$ cat src/hdl/pxo_pkg.sv
package pxo_pkg;

	////////////////////////////////////////////////////////////////////////////
	// Register indices; byte address is four times the index
	localparam logic [7:0] IDX_OUT_CFG   = 8'h24;  // Strobe invert, field polarity
	localparam logic [7:0] IDX_STRB_SEL  = 8'h25;  // Strobe clock select field
	localparam logic [7:0] IDX_PHASE     = 8'h30;  // Sampling phase
	localparam logic [7:0] IDX_CTRL      = 8'h31;  // Clock source, converter, line sync
	localparam logic [7:0] IDX_STATUS    = 8'h32;  // Read-only state

	////////////////////////////////////////////////////////////////////////////
	// Field positions
	localparam int BIT_STRB_INV   = 0;
	localparam int BIT_FIELD_POL  = 4;
	localparam int BIT_SEL_LO     = 6;
	localparam int BIT_EXT_SEL    = 0;
	localparam int BIT_CSC_EN     = 1;
	localparam int BIT_HS_POL     = 2;
	localparam int BIT_PROT_ALT   = 3;
	localparam int BIT_HS_WID_LO  = 8;
	localparam int BIT_ST_FIELD   = 0;
	localparam int BIT_ST_LSYNC   = 1;
	localparam int BIT_ST_CFGA_LO = 8;
	localparam int BIT_ST_PRTA_LO = 16;

	////////////////////////////////////////////////////////////////////////////
	// Reset values and fixed codes
	localparam logic [7:0] HS_WIDTH_RST   = 8'h08;
	localparam logic [1:0] PHASE_RST      = 2'h0;
	localparam logic [7:0] CFG_BUS_ADDR   = 8'h98;
	localparam logic [7:0] PROT_ADDR_A    = 8'h74;
	localparam logic [7:0] PROT_ADDR_B    = 8'h76;
	localparam logic [1:0] RESP_OKAY      = 2'h0;
	localparam logic [1:0] RESP_SLVERR    = 2'h2;
	localparam logic [1:0] ALIGN_ZERO     = 2'h0;
	localparam int         PHASES         = 4;      // aclk cycles per pixel

	// Strobe clock options in field order
	typedef enum logic [1:0] {
		strb_half,
		strb_pixel,
		strb_double,
		strb_quad
	} pxo_strobe_t;

endpackage : pxo_pkg

$ cat src/hdl/pxo_strobe_gen.sv
`timescale 1ns/1ps
module pxo_strobe_gen (
	input  wire logic       aclk,
	input  wire logic       aresetn,
	input  wire logic       ce,
	input  wire logic       ext_sel,
	input  wire logic       external_pixel_clock_in,
	input  wire logic [1:0] phase,
	input  wire logic [1:0] strb_sel,
	output logic            pix_tick,
	output logic            strobe_raw
);

	typedef struct packed {
		logic       sync1;
		logic       sync2;
		logic       prev;
		logic [1:0] ph;
		logic       half;
		logic       tick;
		logic       strobe;
	} pxo_gen_state_t;

	pxo_gen_state_t r;
	pxo_gen_state_t n;

	assign pix_tick   = r.tick;
	assign strobe_raw = r.strobe;

	////////////////////////////////////////////////////////////////////////////
	// Phase counter and strobe shaping; every option derives from the same phase
	always_comb begin
		logic [1:0] a;
		a = '0;
		n = r;
		n.sync1 = external_pixel_clock_in;
		n.sync2 = r.sync1;
		n.prev  = r.sync2;
		// External edge realigns the pixel phase, else free-running internal clock
		n.ph = (ext_sel && r.sync2 && !r.prev) ? pxo_pkg::ALIGN_ZERO : r.ph + 2'h1;
		a = n.ph - phase;
		n.tick = (a == pxo_pkg::ALIGN_ZERO);
		if (n.tick) begin
			n.half = !r.half;
		end
		unique case (pxo_pkg::pxo_strobe_t'(strb_sel))
			pxo_pkg::strb_half:   n.strobe = n.half;
			pxo_pkg::strb_pixel:  n.strobe = !a[1];
			pxo_pkg::strb_double: n.strobe = !a[0];
			pxo_pkg::strb_quad:   n.strobe = a[0] ^ a[1];
		endcase
	end

	// State register
	always_ff @(posedge aclk) begin
		if (!aresetn) begin
			r <= '0;
		end else if (ce) begin
			r <= n;
		end
	end
endmodule : pxo_strobe_gen

$ cat src/hdl/pxo_port.sv
`timescale 1ns/1ps
module pxo_port #(
	parameter int ADDR_W    = 10,
	parameter int LAT_PLAIN = 2,
	parameter int LAT_CSC   = 4
) (
	input  wire logic              aclk,
	input  wire logic              aresetn,
	input  wire logic              ce,
	input  wire logic [ADDR_W-1:0] s_axi_awaddr,
	input  wire logic              s_axi_awvalid,
	output logic                   s_axi_awready,
	input  wire logic [31:0]       s_axi_wdata,
	input  wire logic [3:0]        s_axi_wstrb,
	input  wire logic              s_axi_wvalid,
	output logic                   s_axi_wready,
	output logic [1:0]             s_axi_bresp,
	output logic                   s_axi_bvalid,
	input  wire logic              s_axi_bready,
	input  wire logic [ADDR_W-1:0] s_axi_araddr,
	input  wire logic              s_axi_arvalid,
	output logic                   s_axi_arready,
	output logic [31:0]            s_axi_rdata,
	output logic [1:0]             s_axi_rresp,
	output logic                   s_axi_rvalid,
	input  wire logic              s_axi_rready,
	input  wire logic [7:0]        red_in,
	input  wire logic [7:0]        green_in,
	input  wire logic [7:0]        blue_in,
	input  wire logic              hsync_in,
	input  wire logic              vsync_in,
	input  wire logic              field_in,
	input  wire logic              external_pixel_clock_in,
	output logic [7:0]             red_out,
	output logic [7:0]             green_out,
	output logic [7:0]             blue_out,
	output logic                   line_sync_out,
	output logic                   field_parity_out,
	output logic                   output_strobe_clock,
	output logic [7:0]             config_bus_addr,
	output logic [7:0]             protect_link_addr
);

	localparam int STG_W = 27;  // hsync, vsync, field, 24 colour bits

	// Elaboration check: the word index must be 6 to 8 bits wide, the long tap must cover the short one
	if (ADDR_W < 8 || ADDR_W > 10 || LAT_PLAIN < 1 || LAT_CSC < LAT_PLAIN) begin : g_bad_params
		$error("pxo_port: unsupported parameter values");
	end

	typedef struct packed {
		logic                            awready;
		logic                            wready;
		logic                            bvalid;
		logic [1:0]                      bresp;
		logic                            aw_have;
		logic                            w_have;
		logic [ADDR_W-1:0]               awaddr;
		logic [31:0]                     wdata;
		logic [3:0]                      wstrb;
		logic                            arready;
		logic                            rvalid;
		logic [1:0]                      rresp;
		logic [31:0]                     rdata;
		logic                            strb_inv;
		logic                            field_pol;
		logic [1:0]                      strb_sel;
		logic [1:0]                      phase;
		logic                            ext_sel;
		logic                            csc_en;
		logic                            hs_pol;
		logic                            prot_alt;
		logic [7:0]                      hs_width;
		logic [LAT_CSC-1:0][STG_W-1:0]   pipe;
		logic [7:0]                      red;
		logic [7:0]                      green;
		logic [7:0]                      blue;
		logic                            hs_prev;
		logic                            vs_prev;
		logic [7:0]                      hs_cnt;
		logic                            field_bit;
		logic                            line_sync;
		logic                            field_out;
		logic                            strobe;
		logic [7:0]                      cfg_addr;
		logic [7:0]                      prot_addr;
	} pxo_state_t;

	pxo_state_t r;
	pxo_state_t n;
	logic       pix_tick;
	logic       strobe_raw;

	////////////////////////////////////////////////////////////////////////////
	// Word index of a byte address, shared by read and write decode
	function automatic logic [7:0] word_index(input logic [ADDR_W-1:0] a);
		word_index = 8'(a >> 2);
	endfunction : word_index

	// Byte-lane merge of a write into a 16-bit register image
	function automatic logic [15:0] lane_merge(input logic [15:0] old, input logic [31:0] d, input logic [3:0] s);
		lane_merge = {s[1] ? d[15:8] : old[15:8], s[0] ? d[7:0] : old[7:0]};
	endfunction : lane_merge

	////////////////////////////////////////////////////////////////////////////
	// Strobe and pixel timing generator
	pxo_strobe_gen u_gen (
		.aclk                    (aclk),
		.aresetn                 (aresetn),
		.ce                      (ce),
		.ext_sel                 (r.ext_sel),
		.external_pixel_clock_in (external_pixel_clock_in),
		.phase                   (r.phase),
		.strb_sel                (r.strb_sel),
		.pix_tick                (pix_tick),
		.strobe_raw              (strobe_raw)
	);

	// Every top output is a state field
	assign s_axi_awready       = r.awready;
	assign s_axi_wready        = r.wready;
	assign s_axi_bresp         = r.bresp;
	assign s_axi_bvalid        = r.bvalid;
	assign s_axi_arready       = r.arready;
	assign s_axi_rdata         = r.rdata;
	assign s_axi_rresp         = r.rresp;
	assign s_axi_rvalid        = r.rvalid;
	assign red_out             = r.red;
	assign green_out           = r.green;
	assign blue_out            = r.blue;
	assign line_sync_out       = r.line_sync;
	assign field_parity_out    = r.field_out;
	assign output_strobe_clock = r.strobe;
	assign config_bus_addr     = r.cfg_addr;
	assign protect_link_addr   = r.prot_addr;

	////////////////////////////////////////////////////////////////////////////
	// Next-state logic: bus slave, pixel pipeline, sync regeneration
	always_comb begin
		logic [15:0] w16;
		logic [15:0] old16;
		int          tap;
		logic        hs;
		logic        vs;
		logic        fld;
		w16   = '0;
		old16 = '0;
		tap   = 0;
		hs    = 1'b0;
		vs    = 1'b0;
		fld   = 1'b0;
		n     = r;

		// Write commit once both address and data are held; response follows both
		if (r.bvalid && s_axi_bready) begin
			n.bvalid = 1'b0;
		end
		if (r.aw_have && r.w_have && !r.bvalid) begin
			n.aw_have = 1'b0;
			n.w_have  = 1'b0;
			n.bvalid  = 1'b1;
			n.bresp   = pxo_pkg::RESP_OKAY;
			case (word_index(r.awaddr))
				pxo_pkg::IDX_OUT_CFG: begin
					old16 = {8'h00, 3'h0, r.field_pol, 3'h0, r.strb_inv};
					w16 = lane_merge(old16, r.wdata, r.wstrb);
					n.strb_inv  = w16[pxo_pkg::BIT_STRB_INV];
					n.field_pol = w16[pxo_pkg::BIT_FIELD_POL];
				end
				pxo_pkg::IDX_STRB_SEL: begin
					old16 = {8'h00, r.strb_sel, 6'h00};
					w16 = lane_merge(old16, r.wdata, r.wstrb);
					n.strb_sel = w16[pxo_pkg::BIT_SEL_LO +: 2];
				end
				pxo_pkg::IDX_PHASE: begin
					w16 = lane_merge({14'h0000, r.phase}, r.wdata, r.wstrb);
					n.phase = w16[1:0];
				end
				pxo_pkg::IDX_CTRL: begin
					old16 = {r.hs_width, 4'h0, r.prot_alt, r.hs_pol, r.csc_en, r.ext_sel};
					w16 = lane_merge(old16, r.wdata, r.wstrb);
					n.ext_sel  = w16[pxo_pkg::BIT_EXT_SEL];
					n.csc_en   = w16[pxo_pkg::BIT_CSC_EN];
					n.hs_pol   = w16[pxo_pkg::BIT_HS_POL];
					n.prot_alt = w16[pxo_pkg::BIT_PROT_ALT];
					n.hs_width = w16[pxo_pkg::BIT_HS_WID_LO +: 8];
				end
				default: n.bresp = pxo_pkg::RESP_SLVERR;   // Unmapped and read-only
			endcase
		end
		if (r.awready && s_axi_awvalid) begin
			n.aw_have = 1'b1;
			n.awaddr  = s_axi_awaddr;
		end
		if (r.wready && s_axi_wvalid) begin
			n.w_have = 1'b1;
			n.wdata  = s_axi_wdata;
			n.wstrb  = s_axi_wstrb;
		end
		// Ready drops while a channel is held, so one write at a time
		n.awready = !n.aw_have && !n.bvalid;
		n.wready  = !n.w_have && !n.bvalid;

		// Read: one cycle from address to data
		if (r.rvalid && s_axi_rready) begin
			n.rvalid = 1'b0;
		end
		if (r.arready && s_axi_arvalid) begin
			n.rvalid = 1'b1;
			n.rresp  = pxo_pkg::RESP_OKAY;
			n.rdata  = '0;
			case (word_index(s_axi_araddr))
				pxo_pkg::IDX_OUT_CFG: begin
					n.rdata[pxo_pkg::BIT_STRB_INV]  = r.strb_inv;
					n.rdata[pxo_pkg::BIT_FIELD_POL] = r.field_pol;
				end
				pxo_pkg::IDX_STRB_SEL: n.rdata[pxo_pkg::BIT_SEL_LO +: 2] = r.strb_sel;
				pxo_pkg::IDX_PHASE:    n.rdata[1:0] = r.phase;
				pxo_pkg::IDX_CTRL: begin
					n.rdata[pxo_pkg::BIT_EXT_SEL]       = r.ext_sel;
					n.rdata[pxo_pkg::BIT_CSC_EN]        = r.csc_en;
					n.rdata[pxo_pkg::BIT_HS_POL]        = r.hs_pol;
					n.rdata[pxo_pkg::BIT_PROT_ALT]      = r.prot_alt;
					n.rdata[pxo_pkg::BIT_HS_WID_LO +: 8] = r.hs_width;
				end
				pxo_pkg::IDX_STATUS: begin
					n.rdata[pxo_pkg::BIT_ST_FIELD]        = r.field_out;
					n.rdata[pxo_pkg::BIT_ST_LSYNC]        = r.line_sync;
					n.rdata[pxo_pkg::BIT_ST_CFGA_LO +: 8] = r.cfg_addr;
					n.rdata[pxo_pkg::BIT_ST_PRTA_LO +: 8] = r.prot_addr;
				end
				default: n.rresp = pxo_pkg::RESP_SLVERR;
			endcase
		end
		n.arready = !n.rvalid;

		// Pixel pipeline advances on each pixel tick; tap sets the latency
		if (pix_tick) begin
			n.pipe[0] = {hsync_in, vsync_in, field_in, red_in, green_in, blue_in};
			for (int i = 1; i < LAT_CSC; i++) begin
				n.pipe[i] = r.pipe[i-1];
			end
			tap = r.csc_en ? LAT_CSC - 1 : LAT_PLAIN - 1;
			{hs, vs, fld, n.red, n.green, n.blue} = r.pipe[tap];
			n.hs_prev = hs;
			n.vs_prev = vs;
			// Parity is caught only on the vertical sync edge, so it holds through the field
			if (vs && !r.vs_prev) begin
				n.field_bit = fld;
			end
			// Rebuilt line sync starts at the horizontal edge of the same output pixel
			if (hs && !r.hs_prev) begin
				n.hs_cnt = (r.hs_width == 8'h00) ? 8'h01 : r.hs_width;
			end else if (r.hs_cnt != 8'h00) begin
				n.hs_cnt = r.hs_cnt - 8'h01;
			end
		end
		n.line_sync = (n.hs_cnt != 8'h00) ~^ r.hs_pol;
		n.field_out = n.field_bit ^ r.field_pol;
		// Strobe carries the same one-cycle register delay as data and line sync
		n.strobe    = strobe_raw ^ r.strb_inv;
		n.cfg_addr  = pxo_pkg::CFG_BUS_ADDR;
		n.prot_addr = r.prot_alt ? pxo_pkg::PROT_ADDR_B : pxo_pkg::PROT_ADDR_A;
	end

	////////////////////////////////////////////////////////////////////////////
	// State register; clock enable freezes everything including the bus
	always_ff @(posedge aclk) begin
		if (!aresetn) begin
			r          <= '0;
			r.hs_width <= pxo_pkg::HS_WIDTH_RST;
			r.phase    <= pxo_pkg::PHASE_RST;
			r.strb_sel <= pxo_pkg::strb_pixel;
			r.line_sync <= 1'b1;
		end else if (ce) begin
			r <= n;
		end
	end

	// Helper for the field hold check
	logic vs_prev_rise;
	assign vs_prev_rise = r.pipe[r.csc_en ? LAT_CSC - 1 : LAT_PLAIN - 1][25] && !r.vs_prev;
endmodule : pxo_port

$ cat config.mk
export PLATFORM = sky130hd
export DESIGN_NAME = pxo_port
export DESIGN_NICKNAME = d
export VERILOG_FILES = /design/src/hdl/pxo_pkg.sv /design/src/hdl/pxo_strobe_gen.sv /design/src/hdl/pxo_port.sv
export SDC_FILE = /design/constraint.sdc
export NUM_CORES = 1
export LEC_CHECK = 0
export ABC_CLOCK_PERIOD_IN_PS = 4950
export BUFFER_PORTS_ARGS = -buffer_cell sky130_fd_sc_hd__buf_2
export CELL_PAD_IN_SITES_DETAIL_PLACEMENT = 1
export CELL_PAD_IN_SITES_GLOBAL_PLACEMENT = 1
export CORE_MARGIN = 5
export CORE_UTILIZATION = 45
export CTS_BUF_LIST = sky130_fd_sc_hd__clkbuf_8 sky130_fd_sc_hd__clkbuf_16
export CTS_CLUSTER_DIAMETER = 40
export CTS_CLUSTER_SIZE = 30
export DETAILED_ROUTE_END_ITERATION = 10
export PLACE_DENSITY_LB_ADDON = 0.1
export SYNTH_ARGS = -nofsm -noshare
export SYNTH_HDL_FRONTEND = slang
export SYNTH_SLANG_ARGS = --single-unit
$ cat constraint.sdc
create_clock -name aclk -period 4.95 [get_ports aclk]
set_input_delay 0.99 -clock aclk [delete_from_list [all_inputs] [get_ports aclk]]
set_output_delay 0.99 -clock aclk [all_outputs]
set_load 0.05 [all_outputs]
# Word-level counts from Yosys, hierarchy flattened
# Cells that the tools add are included.
# W data, S select, Z words.
[word_totals] register_bits=243 latch_bits=0 ram_bits=0 mem_bits_ro=0 output_inout_bits=84 elab_cells=134 memories=0
[classes] addsub=3 n_mul=0 div=0 order_cmp=1 n_eq_ne=12 n_shift=0 muxes=28 bitwise=4 n_reduce_logical=41
[op_table] cell="$eq A8 B6 Y1 const B" n=9
[op_table] cell="$bmux W27 S2" n=1
[op_table] cell="$mux W27" n=2
[op_table] cell="$mux W35" n=1
[op_table] cell="$mux W8" n=4
[op_table] cell="$reduce_and A4 Y1" n=5
[op_table] cell="$pmux W8 S2" n=1
[op_table] cell="$reduce_bool A8 Y1" n=2
[op_table] cell="$mux W2" n=7
[op_table] cell="$logic_and A1 B1 Y1" n=13
[op_table] cell="$logic_not A1 Y1" n=11
[op_table] cell="$reduce_and A2 Y1" n=5
[op_table] cell="$mux W9" n=1
[op_table] cell="$logic_not A8 Y1" n=1
[op_table] cell="$pmux W1 S4" n=2
[op_table] cell="$sub A8 B1 Y8 const B" n=1
[op_table] cell="$mux W1" n=7
[op_table] cell="$mux W5" n=1
[op_table] cell="$reduce_or A5 Y1" n=1
[op_table] cell="$eq A2 B2 Y1 const B" n=2
[op_table] cell="$logic_not A2 Y1" n=2
[op_table] cell="$reduce_or A4 Y1" n=1
[op_table] cell="$lt A2 B3 Y1 const B" n=1
[op_table] cell="$pmux W1 S3" n=1
[op_table] cell="5 further kinds" n=7

# Logic depth before layout (Yosys ltp)
# Gate-level depths: netlist (run 1).
[depth] ltp_word=9 mapped_depth=10 depth_no_buf=10

# Modules after synthesis
# Synthesis (run 1) repeated with hierarchy kept, for this count alone.
[unflattened] hier_cells=1150 hier_area_um2=9915.8
[by_module_without_submodules] module="pxo_port" n_inst=1 cells_per_inst=1107 area_each_um2=9490.4
[by_module_without_submodules] module="pxo_strobe_gen" n_inst=1 cells_per_inst=43 area_each_um2=425.4

# Worst setup path before layout (run 1)
# OpenSTA, ideal clock, no wires.
[synth_path] kind="input-to-reg" start="in ce" end="reg r[178] in the netlist's numbering" arrival_ns=2.408 t_required_ns=4.834 path_slack_ns=2.426 stages=7 path_cell_list="clkbuf_1 > nand4b_1 > nor3_2 > nand2_1 > nor4b_2 > mux2i_1 > nor2b_1"
[synth_between] elab_chain_cells=1
[synth_rtl] element="start, declared" line_no="pxo_port.sv:9" rtl="input wire logic ce,"
[synth_rtl] element="$reduce_and A4 Y1 (no line)"
[synth_rtl] element="end signal, assigned" line_no="pxo_port.sv:276" rtl="r <= n;"
[synth_rtl] element="end, declared" line_no="pxo_port.sv:89" rtl="pxo_state_t r;"
# Every way passes these cells.
# A chain may end at the register's enable or synchronous reset.

# Worst setup path after layout (run 1)
[layout_path] start="reg r[172] in the netlist's numbering" end="reg r, in the netlist line_sync_out"
[layout_between] elab_chain_cells=9
[layout_rtl] element="$mux W2"
[layout_rtl] element="$bmux W27 S2"
[layout_rtl] element="$mux W27 (2 in series)"
[layout_rtl] element="$logic_and A1 B1 Y1" line_no="pxo_port.sv:252" rtl="if (hs && !r.hs_prev) begin"
[layout_rtl] element="$mux W8" line_no="pxo_port.sv:252"
[layout_rtl] element="$mux W9" line_no="pxo_port.sv:238" rtl="if (pix_tick) begin"
[layout_rtl] element="$reduce_bool A8 Y1" line_no="pxo_port.sv:258" rtl="n.line_sync = (n.hs_cnt != 8'h00) ~^ r.hs_pol;"
[layout_rtl] element="$xnor A1 B1 Y1" line_no="pxo_port.sv:258"
# Every way passes these cells. The select of a mux whose other input is x is not followed.

==> results_dict.tcl, run 1 <==
set metrics [dict create \
    p_clk_share_pct 55.1 \
    grt_use_total_pct 18.2 \
    num_io_pins 176 \
    dieArea_sq_mm 0.0251 \
    finalSetupViolCount 0 \
    multi_input_area_sq_mm 0.00458 \
    grt_pass1_vias 7638 \
    clk_pin_slew_ns 0.05 \
    core_sq_mm 0.0218 \
    fmax_mhz 402 \
    fin_util_pct 52.9 \
    grt-busiest-layer "met2" \
    ys.flop_type "dfxtp_1" \
    final_cell_mix "335 x nand2_1, 224 x dfxtp_1, 153 x a21boi_1" \
    startpoint "r[172]" \
    required_ns 5.34 \
    clk_latency_ns 0.51 \
    ys_warn_count 0 \
    grt.met1_usage_pct 25.0 \
    finalPower_w 0.00477 \
    syn-instance-count 1150 \
    cts_hold_buf 0 \
    ant_nets 0 \
    p_seq_share_pct 38.9 \
    p_int_w 0.00368 \
    final_nets 1292 \
    dr.pass1.iters 4 \
    worstHoldStart "s_axi_rdata[17]" \
    syn_area_sq_mm 0.00990 \
    ys_seq_elements 225 \
    crit_fanout 9 \
    tns_ns 0 \
    synth.distinct_cells 56 \
    maxCapViolations 0 \
    seqCellArea_sq_mm 0.00451 \
    antennaDiodeCount 0 \
    areaGrowthSynthToFinish_pct 16.2 \
    p_per_area_mw_per_mm2 415 \
    cp-end-kind "register" \
    dp_hpwl_um 14600 \
    r2r_setup_slack_ns 2.46 \
    rsz0062_at_grt "no" \
    async_flop_share_pct 0 \
    path_cells "mux2i_2 > or2_1 > a31oi_1 > or4_1 > o21a_1 > o211a_1" \
    cts_buffers 38 \
    fillers 2606 \
    h-tree-depth 2 \
    drt_wl_total_um 23100 \
    place.gp.congestion 0.837 \
    die_w_um 158 \
    critPathSlowestCell "or4_1" \
    vias_per_cell 5.12 \
    r2r-start "r[172]" \
    cts_tree "yes" \
    fin_crit_sh_pct 50.3 \
    min_period_ns 2.49 \
    cts_resized 0 \
    grtUsageMet2_pct 28.9 \
    grt_pass1_wl_um 37800 \
    final_max_slew_viol_count 0 \
    globalRouteOverflowTotal 0 \
    grt_max_degree 134 \
    drt-wirelength-per-cell_um 15.4 \
    cpLargestDelayFamily "simple AND/OR/NAND/NOR gates" \
    placed_cells 1436 \
    finalHoldViolations 0 \
    leakage_nw 4.81 \
    drt_iter0_markers 341 \
    initial_core_util_pct 45.5 \
    root_buffer "clkbuf_16" \
    vias 7702 \
    die_y_um 158 \
    layout-drive-gt1-share_pct 17.0 \
    outcome "complete, no violations" \
    cts_sinks 225 \
    num_rows 54 \
    ir_worst_vdd_mv 0.265 \
    hold_class "reg -> reg" \
    worst_slew_pin_slew_ns 0.824 \
    avgSynthCellArea_sq_um 8.61 \
    critPathMaxStageDelay_ns 0.55 \
    worst_clock_skew_ns 0.0195 \
    drc 0 \
    start_kind "register" \
    seq_area_frac_synth_pct 45.5 \
    cts_setup_buffers 0 \
    gr-usage-met3_pct 3.29 \
    worstSetupPathType "reg -> reg" \
    max-slew-margin-rel_pct 45.1 \
    layout_commonest_cell "nand2_1" \
    io_buffer_count 130 \
    fin_cells 1503 \
    cp.arrival_ns 2.88 \
    cts_buffer_depth 3 \
    antenna_found_initial 0 \
    synth-edff-count 0 \
    combPwrFrac_pct 5.9 \
    critPathBufInv 0 \
    p_switching_w 0.00109 \
    switching_share_pct 22.8 \
]
registers in the layout, summed over array words and instances (netlist names):
name                 flops
blue_out                 8
field_parity_out         1
green_out                8
line_sync_out            1
output_strobe_clock      1
protect_link_addr        2
r                      164
red_out                  8
s_axi_arready            1
s_axi_awready            1
s_axi_bresp              1
s_axi_bvalid             1
s_axi_rdata             17
s_axi_rresp              1
s_axi_rvalid             1
s_axi_wready             1
u_gen.n                  2
u_gen.pix_tick           1
u_gen.r                  4
u_gen.strobe_raw         1
final cells by class:
type | instances | area share [%]
Clock buffer | 45 | 9.40
Clock inverter | 22 | 1.90
Inverter | 11 | 0.359
Multi-Input combinational cell | 783 | 39.8
Sequential cell | 225 | 39.2
Tap cell | 280 | 3.05
Timing Repair Buffer | 137 | 6.28
logic make-up after synthesis:
kind of cell / Yosys count / synth area share (%)
other: 1 / 0.0379
adders and majority gates: 4 / 0.506
xor gates and xnor gates: 8 / 0.708
and+or+nand+nor: 448 / 19.7
buffers and inverters: 163 / 9.14
AOI/OAI and AO/OA: 249 / 19.0
DFF: 225 / 45.5
muxes: 52 / 5.42
final timing paths:
kind | endpoint | cells after the start
max | line_sync_out | 6
min | s_axi_rdata[17] | 2
max reg2reg | line_sync_out | 6
min reg2reg | s_axi_rdata[17] | 2
synth_stat cells, types with 13 or more instances:
library cell,count,area share [%]
o211a_1,32,3.2
mux2i_1,50,5.1
buf_1,15,0.57
nor2b_1,30,1.9
o21ai_1,13,0.66
buf_4,77,5.8
a21boi_1,153,12
dfxtp_1,225,46
nand3_1,19,0.96
clkbuf_1,57,2.2
nand2_1,336,13
nor2_1,17,0.64
worst register-to-register path: cells and delay by family, from the launching register on:
| family | cells | cell delay (ns) |
|---|---|---|
| flops | 1 | 0.37 |
| mux | 1 | 0.49 |
| compound gates | 3 | 0.60 |
| simple gates | 2 | 0.92 |
layer usage:
metal | wire length (um) | share of wire [%]
met5 | 0 | 0
met4 | 522 | 2.3
met3 | 1040 | 4.5
met2 | 10500 | 45
met1 | 11000 | 48
power by group through the flow:
stage	registers [W]	logic [W]	clock network [W]
floorplan	0.00190	0.000231	0
global placement	0.00189	0.000282	0
detailed placement	0.00190	0.000285	0
CTS	0.00186	0.000286	0.00270
global route	0.00186	0.000307	0.00278
finish	0.00186	0.000283	0.00263
through the flow:
step | hold WS [ns] | instance area (sq um) | setup WS [ns]
2_1_floorplan | 0.430 | 9980 | 2.43
3_3_place_gp | 0.436 | 10200 | 1.95
3_5_place_dp | 0.444 | 10200 | 1.93
4_1_cts | 0.449 | 11500 | 2.47
5_1_grt | 0.466 | 11500 | 2.27
6_report | 0.445 | 11500 | 2.46
No activity file was read; power rests on OpenSTA's default activity.
==> run 2, diff against run 1 <==
Settings changed: ABC_AREA set to 1, ABC_CLOCK_PERIOD_IN_PS 4950 to 2300, CORE_UTILIZATION 45 to 40.
Clock period 4.95 ns to 2.3 ns, I/O delays scaled along.
==> run 2 against run 1 <==
  * Clock skew decreased by 0.0018 ns
  * Utilization decreased by 3.6 points
  * Maximum frequency increased by 30%
  * Critical path depth increased by 4
  * Die area increased by 8.9%
  * Sequential share of layout area decreased by 0.44 points
  * Critical endpoint is now u_gen.strobe_raw
  * Largest power group unchanged
==> results_dict.tcl, run 2 <==
set metrics [dict create \
    p_seq_share_pct 37.1 \
    synthTopCellsByArea "dfxtp_1 47%, nor2_1 10%, o21ai_0 8.9%" \
    combPwrFrac_pct 9.8 \
    worst_slack_ns 0.382 \
    hold_class "in -> reg" \
    num_rows 56 \
    cts_buffers 39 \
    switching_share_pct 26.1 \
    num_io_pins 176 \
    worst_slew_pin_slew_ns 0.511 \
    areaGrowthSynthToFinish_pct 20.6 \
    max-slew-margin-rel_pct 65.9 \
    largest_reg_flops 164 \
    root_buffer "clkbuf_16" \
    synth.distinct_cells 40 \
    layout-drive-gt1-share_pct 18.8 \
    rsz0062_at_grt "no" \
    finalPower_w 0.0113 \
    die_y_um 165 \
    yosys-top-cells-count "256 x nor2_1, 225 x dfxtp_1, 172 x o21ai_0" \
    placed_cells 1640 \
    fmax_mhz 522 \
    h-tree-depth 2 \
    async_flop_share_pct 0 \
    drt_wl_total_um 25300 \
    required_ns 2.69 \
    outcome "complete, no violations" \
    fillers 2972 \
    ys_warn_count 0 \
    synth-edff-count 0 \
    start_kind "register" \
    vias 8270 \
    crit_fanout 3 \
    layout_commonest_cell "nor2_1" \
    drt_iter0_markers 386 \
    die_w_um 165 \
    ir_worst_vdd_mv 0.586 \
    syn_area_sq_mm 0.00964 \
    worst_clock_skew_ns 0.0177 \
    cts_setup_buffers 0 \
    grt_pass1_vias 8341 \
    drc 0 \
    yosysTopAreaCellShare_pct 46.7 \
    grt_use_total_pct 18.6 \
    p_int_w 0.00838 \
    cts_tree "yes" \
    drt-wirelength-per-cell_um 14.8 \
    final_nets 1458 \
    synth.largest_area_cell "dfxtp_1" \
    cp.arrival_ns 2.31 \
    clk_pin_slew_ns 0.05 \
    ys.flop_type "dfxtp_1" \
    multi_input_area_sq_mm 0.00390 \
    leakage_nw 5.12 \
    grt_max_degree 75 \
    initial_core_util_pct 40.8 \
    p_clk_share_pct 53.1 \
    fin_crit_sh_pct 83.4 \
    p_per_area_mw_per_mm2 976 \
    ant_nets 0 \
    synthMostInstantiatedCell "nor2_1" \
    seq_area_frac_synth_pct 46.7 \
    finalSetupViolCount 0 \
    seqCellArea_sq_mm 0.00450 \
    p_switching_w 0.00296 \
    io_buffer_count 130 \
    ys_seq_elements 225 \
    avgSynthCellArea_sq_um 7.50 \
    cts_hold_buf 0 \
    final_cell_mix "256 x nor2_1, 225 x dfxtp_1, 172 x o21ai_0" \
    syn-instance-count 1286 \
    dr.pass1.iters 4 \
    clk_latency_ns 0.51 \
    tns_ns 0 \
    dieArea_sq_mm 0.0273 \
    top_register "r" \
    antenna_found_initial 0 \
    finalHoldViolations 0 \
    maxCapViolations 0 \
    vias_per_cell 4.83 \
    antennaDiodeCount 0 \
    cts_sinks 225 \
    cts_resized 0 \
    cts_buffer_depth 3 \
    core_sq_mm 0.0236 \
    final_max_slew_viol_count 0 \
    dp_slack_ns 0.391 \
    min_period_ns 1.92 \
    fin_cells 1711 \
    globalRouteOverflowTotal 0 \
    worstSetupPathType "reg -> reg" \
    dp_hpwl_um 17400 \
    place.gp.congestion 0.828 \
    grt_pass1_wl_um 41800 \
    cp-end-kind "register" \
]
-- run 2: metal layers --
metal	up-vias	GRT usage, %	wire length [um]
met5	-	0	0
met4	0	4.50	442
met3	41	3.35	995
met2	131	29.1	11300
met1	3857	26.7	12600
li1	4241	-	-
-- run 2: final cells by class --
type / count / area share, %
clock buffer: 42 / 8.85
tap: 319 / 3.43
inverter: 116 / 3.77
timing repair buffer: 163 / 8.61
multi-input combinational: 817 / 33.5
sequential: 225 / 38.7
clock inverter: 29 / 3.08
-- run 2: logic make-up after synthesis --
logic type | synth area share, %
AO/OA/AOI/OAI | 17.0
XOR/XNOR | 0.636
adder cells (fa/ha/maj) | 0.519
buffers and inverters | 13.7
flip-flops | 46.7
multiplexers | 0.104
other | 0.0389
AND/OR/NAND/NOR | 21.3
-- run 2: path summary, 6_finish.rpt --
check | startpoint | slack, ns | cells after the start | to
setup reg to reg | r[173] | 0.38 | 10 | u_gen.strobe_raw
setup / recovery | r[173] | 0.38 | 10 | u_gen.strobe_raw
hold reg to reg | r[227] | 0.44 | 2 | r[227]
hold / removal | external_pixel_clock_in | 0.19 | 3 | u_gen.n[6]
-- run 2: per-stage QoR --
step / cell area, sq um / hold WS (ns) / util (%)
4_1_cts: 11600 / 0.167 / 49.2
3_5_place_dp: 10200 / 0.436 / 43.4
6_report: 11600 / 0.189 / 49.2
5_1_grt: 11600 / 0.182 / 49.2
2_1_floorplan: 9720 / 0.420 / -
3_3_place_gp: 10200 / 0.434 / 43.4
-- run 2: critical path, stage by stage, from the launching register on --
cell and delay, ns:
dfxtp_1 0.33, nand3b_1 0.11, nand2_1 0.09, ha_1 0.20, xnor2_1 0.17, xor2_1 0.20
inv_1 0.06, ha_1 0.20, xor2_1 0.17, o211ai_1 0.17, a31oi_1 0.10
-- run 2: power by group through the flow --
stage | sequential, W | combinational, W | clock (W)
CTS | 0.00421 | 0.00112 | 0.00617
finish | 0.00421 | 0.00111 | 0.00603
global route | 0.00423 | 0.00123 | 0.00637
detailed placement | 0.00429 | 0.00111 | 0
global placement | 0.00428 | 0.00109 | 0
floorplan | 0.00428 | 0.000887 | 0
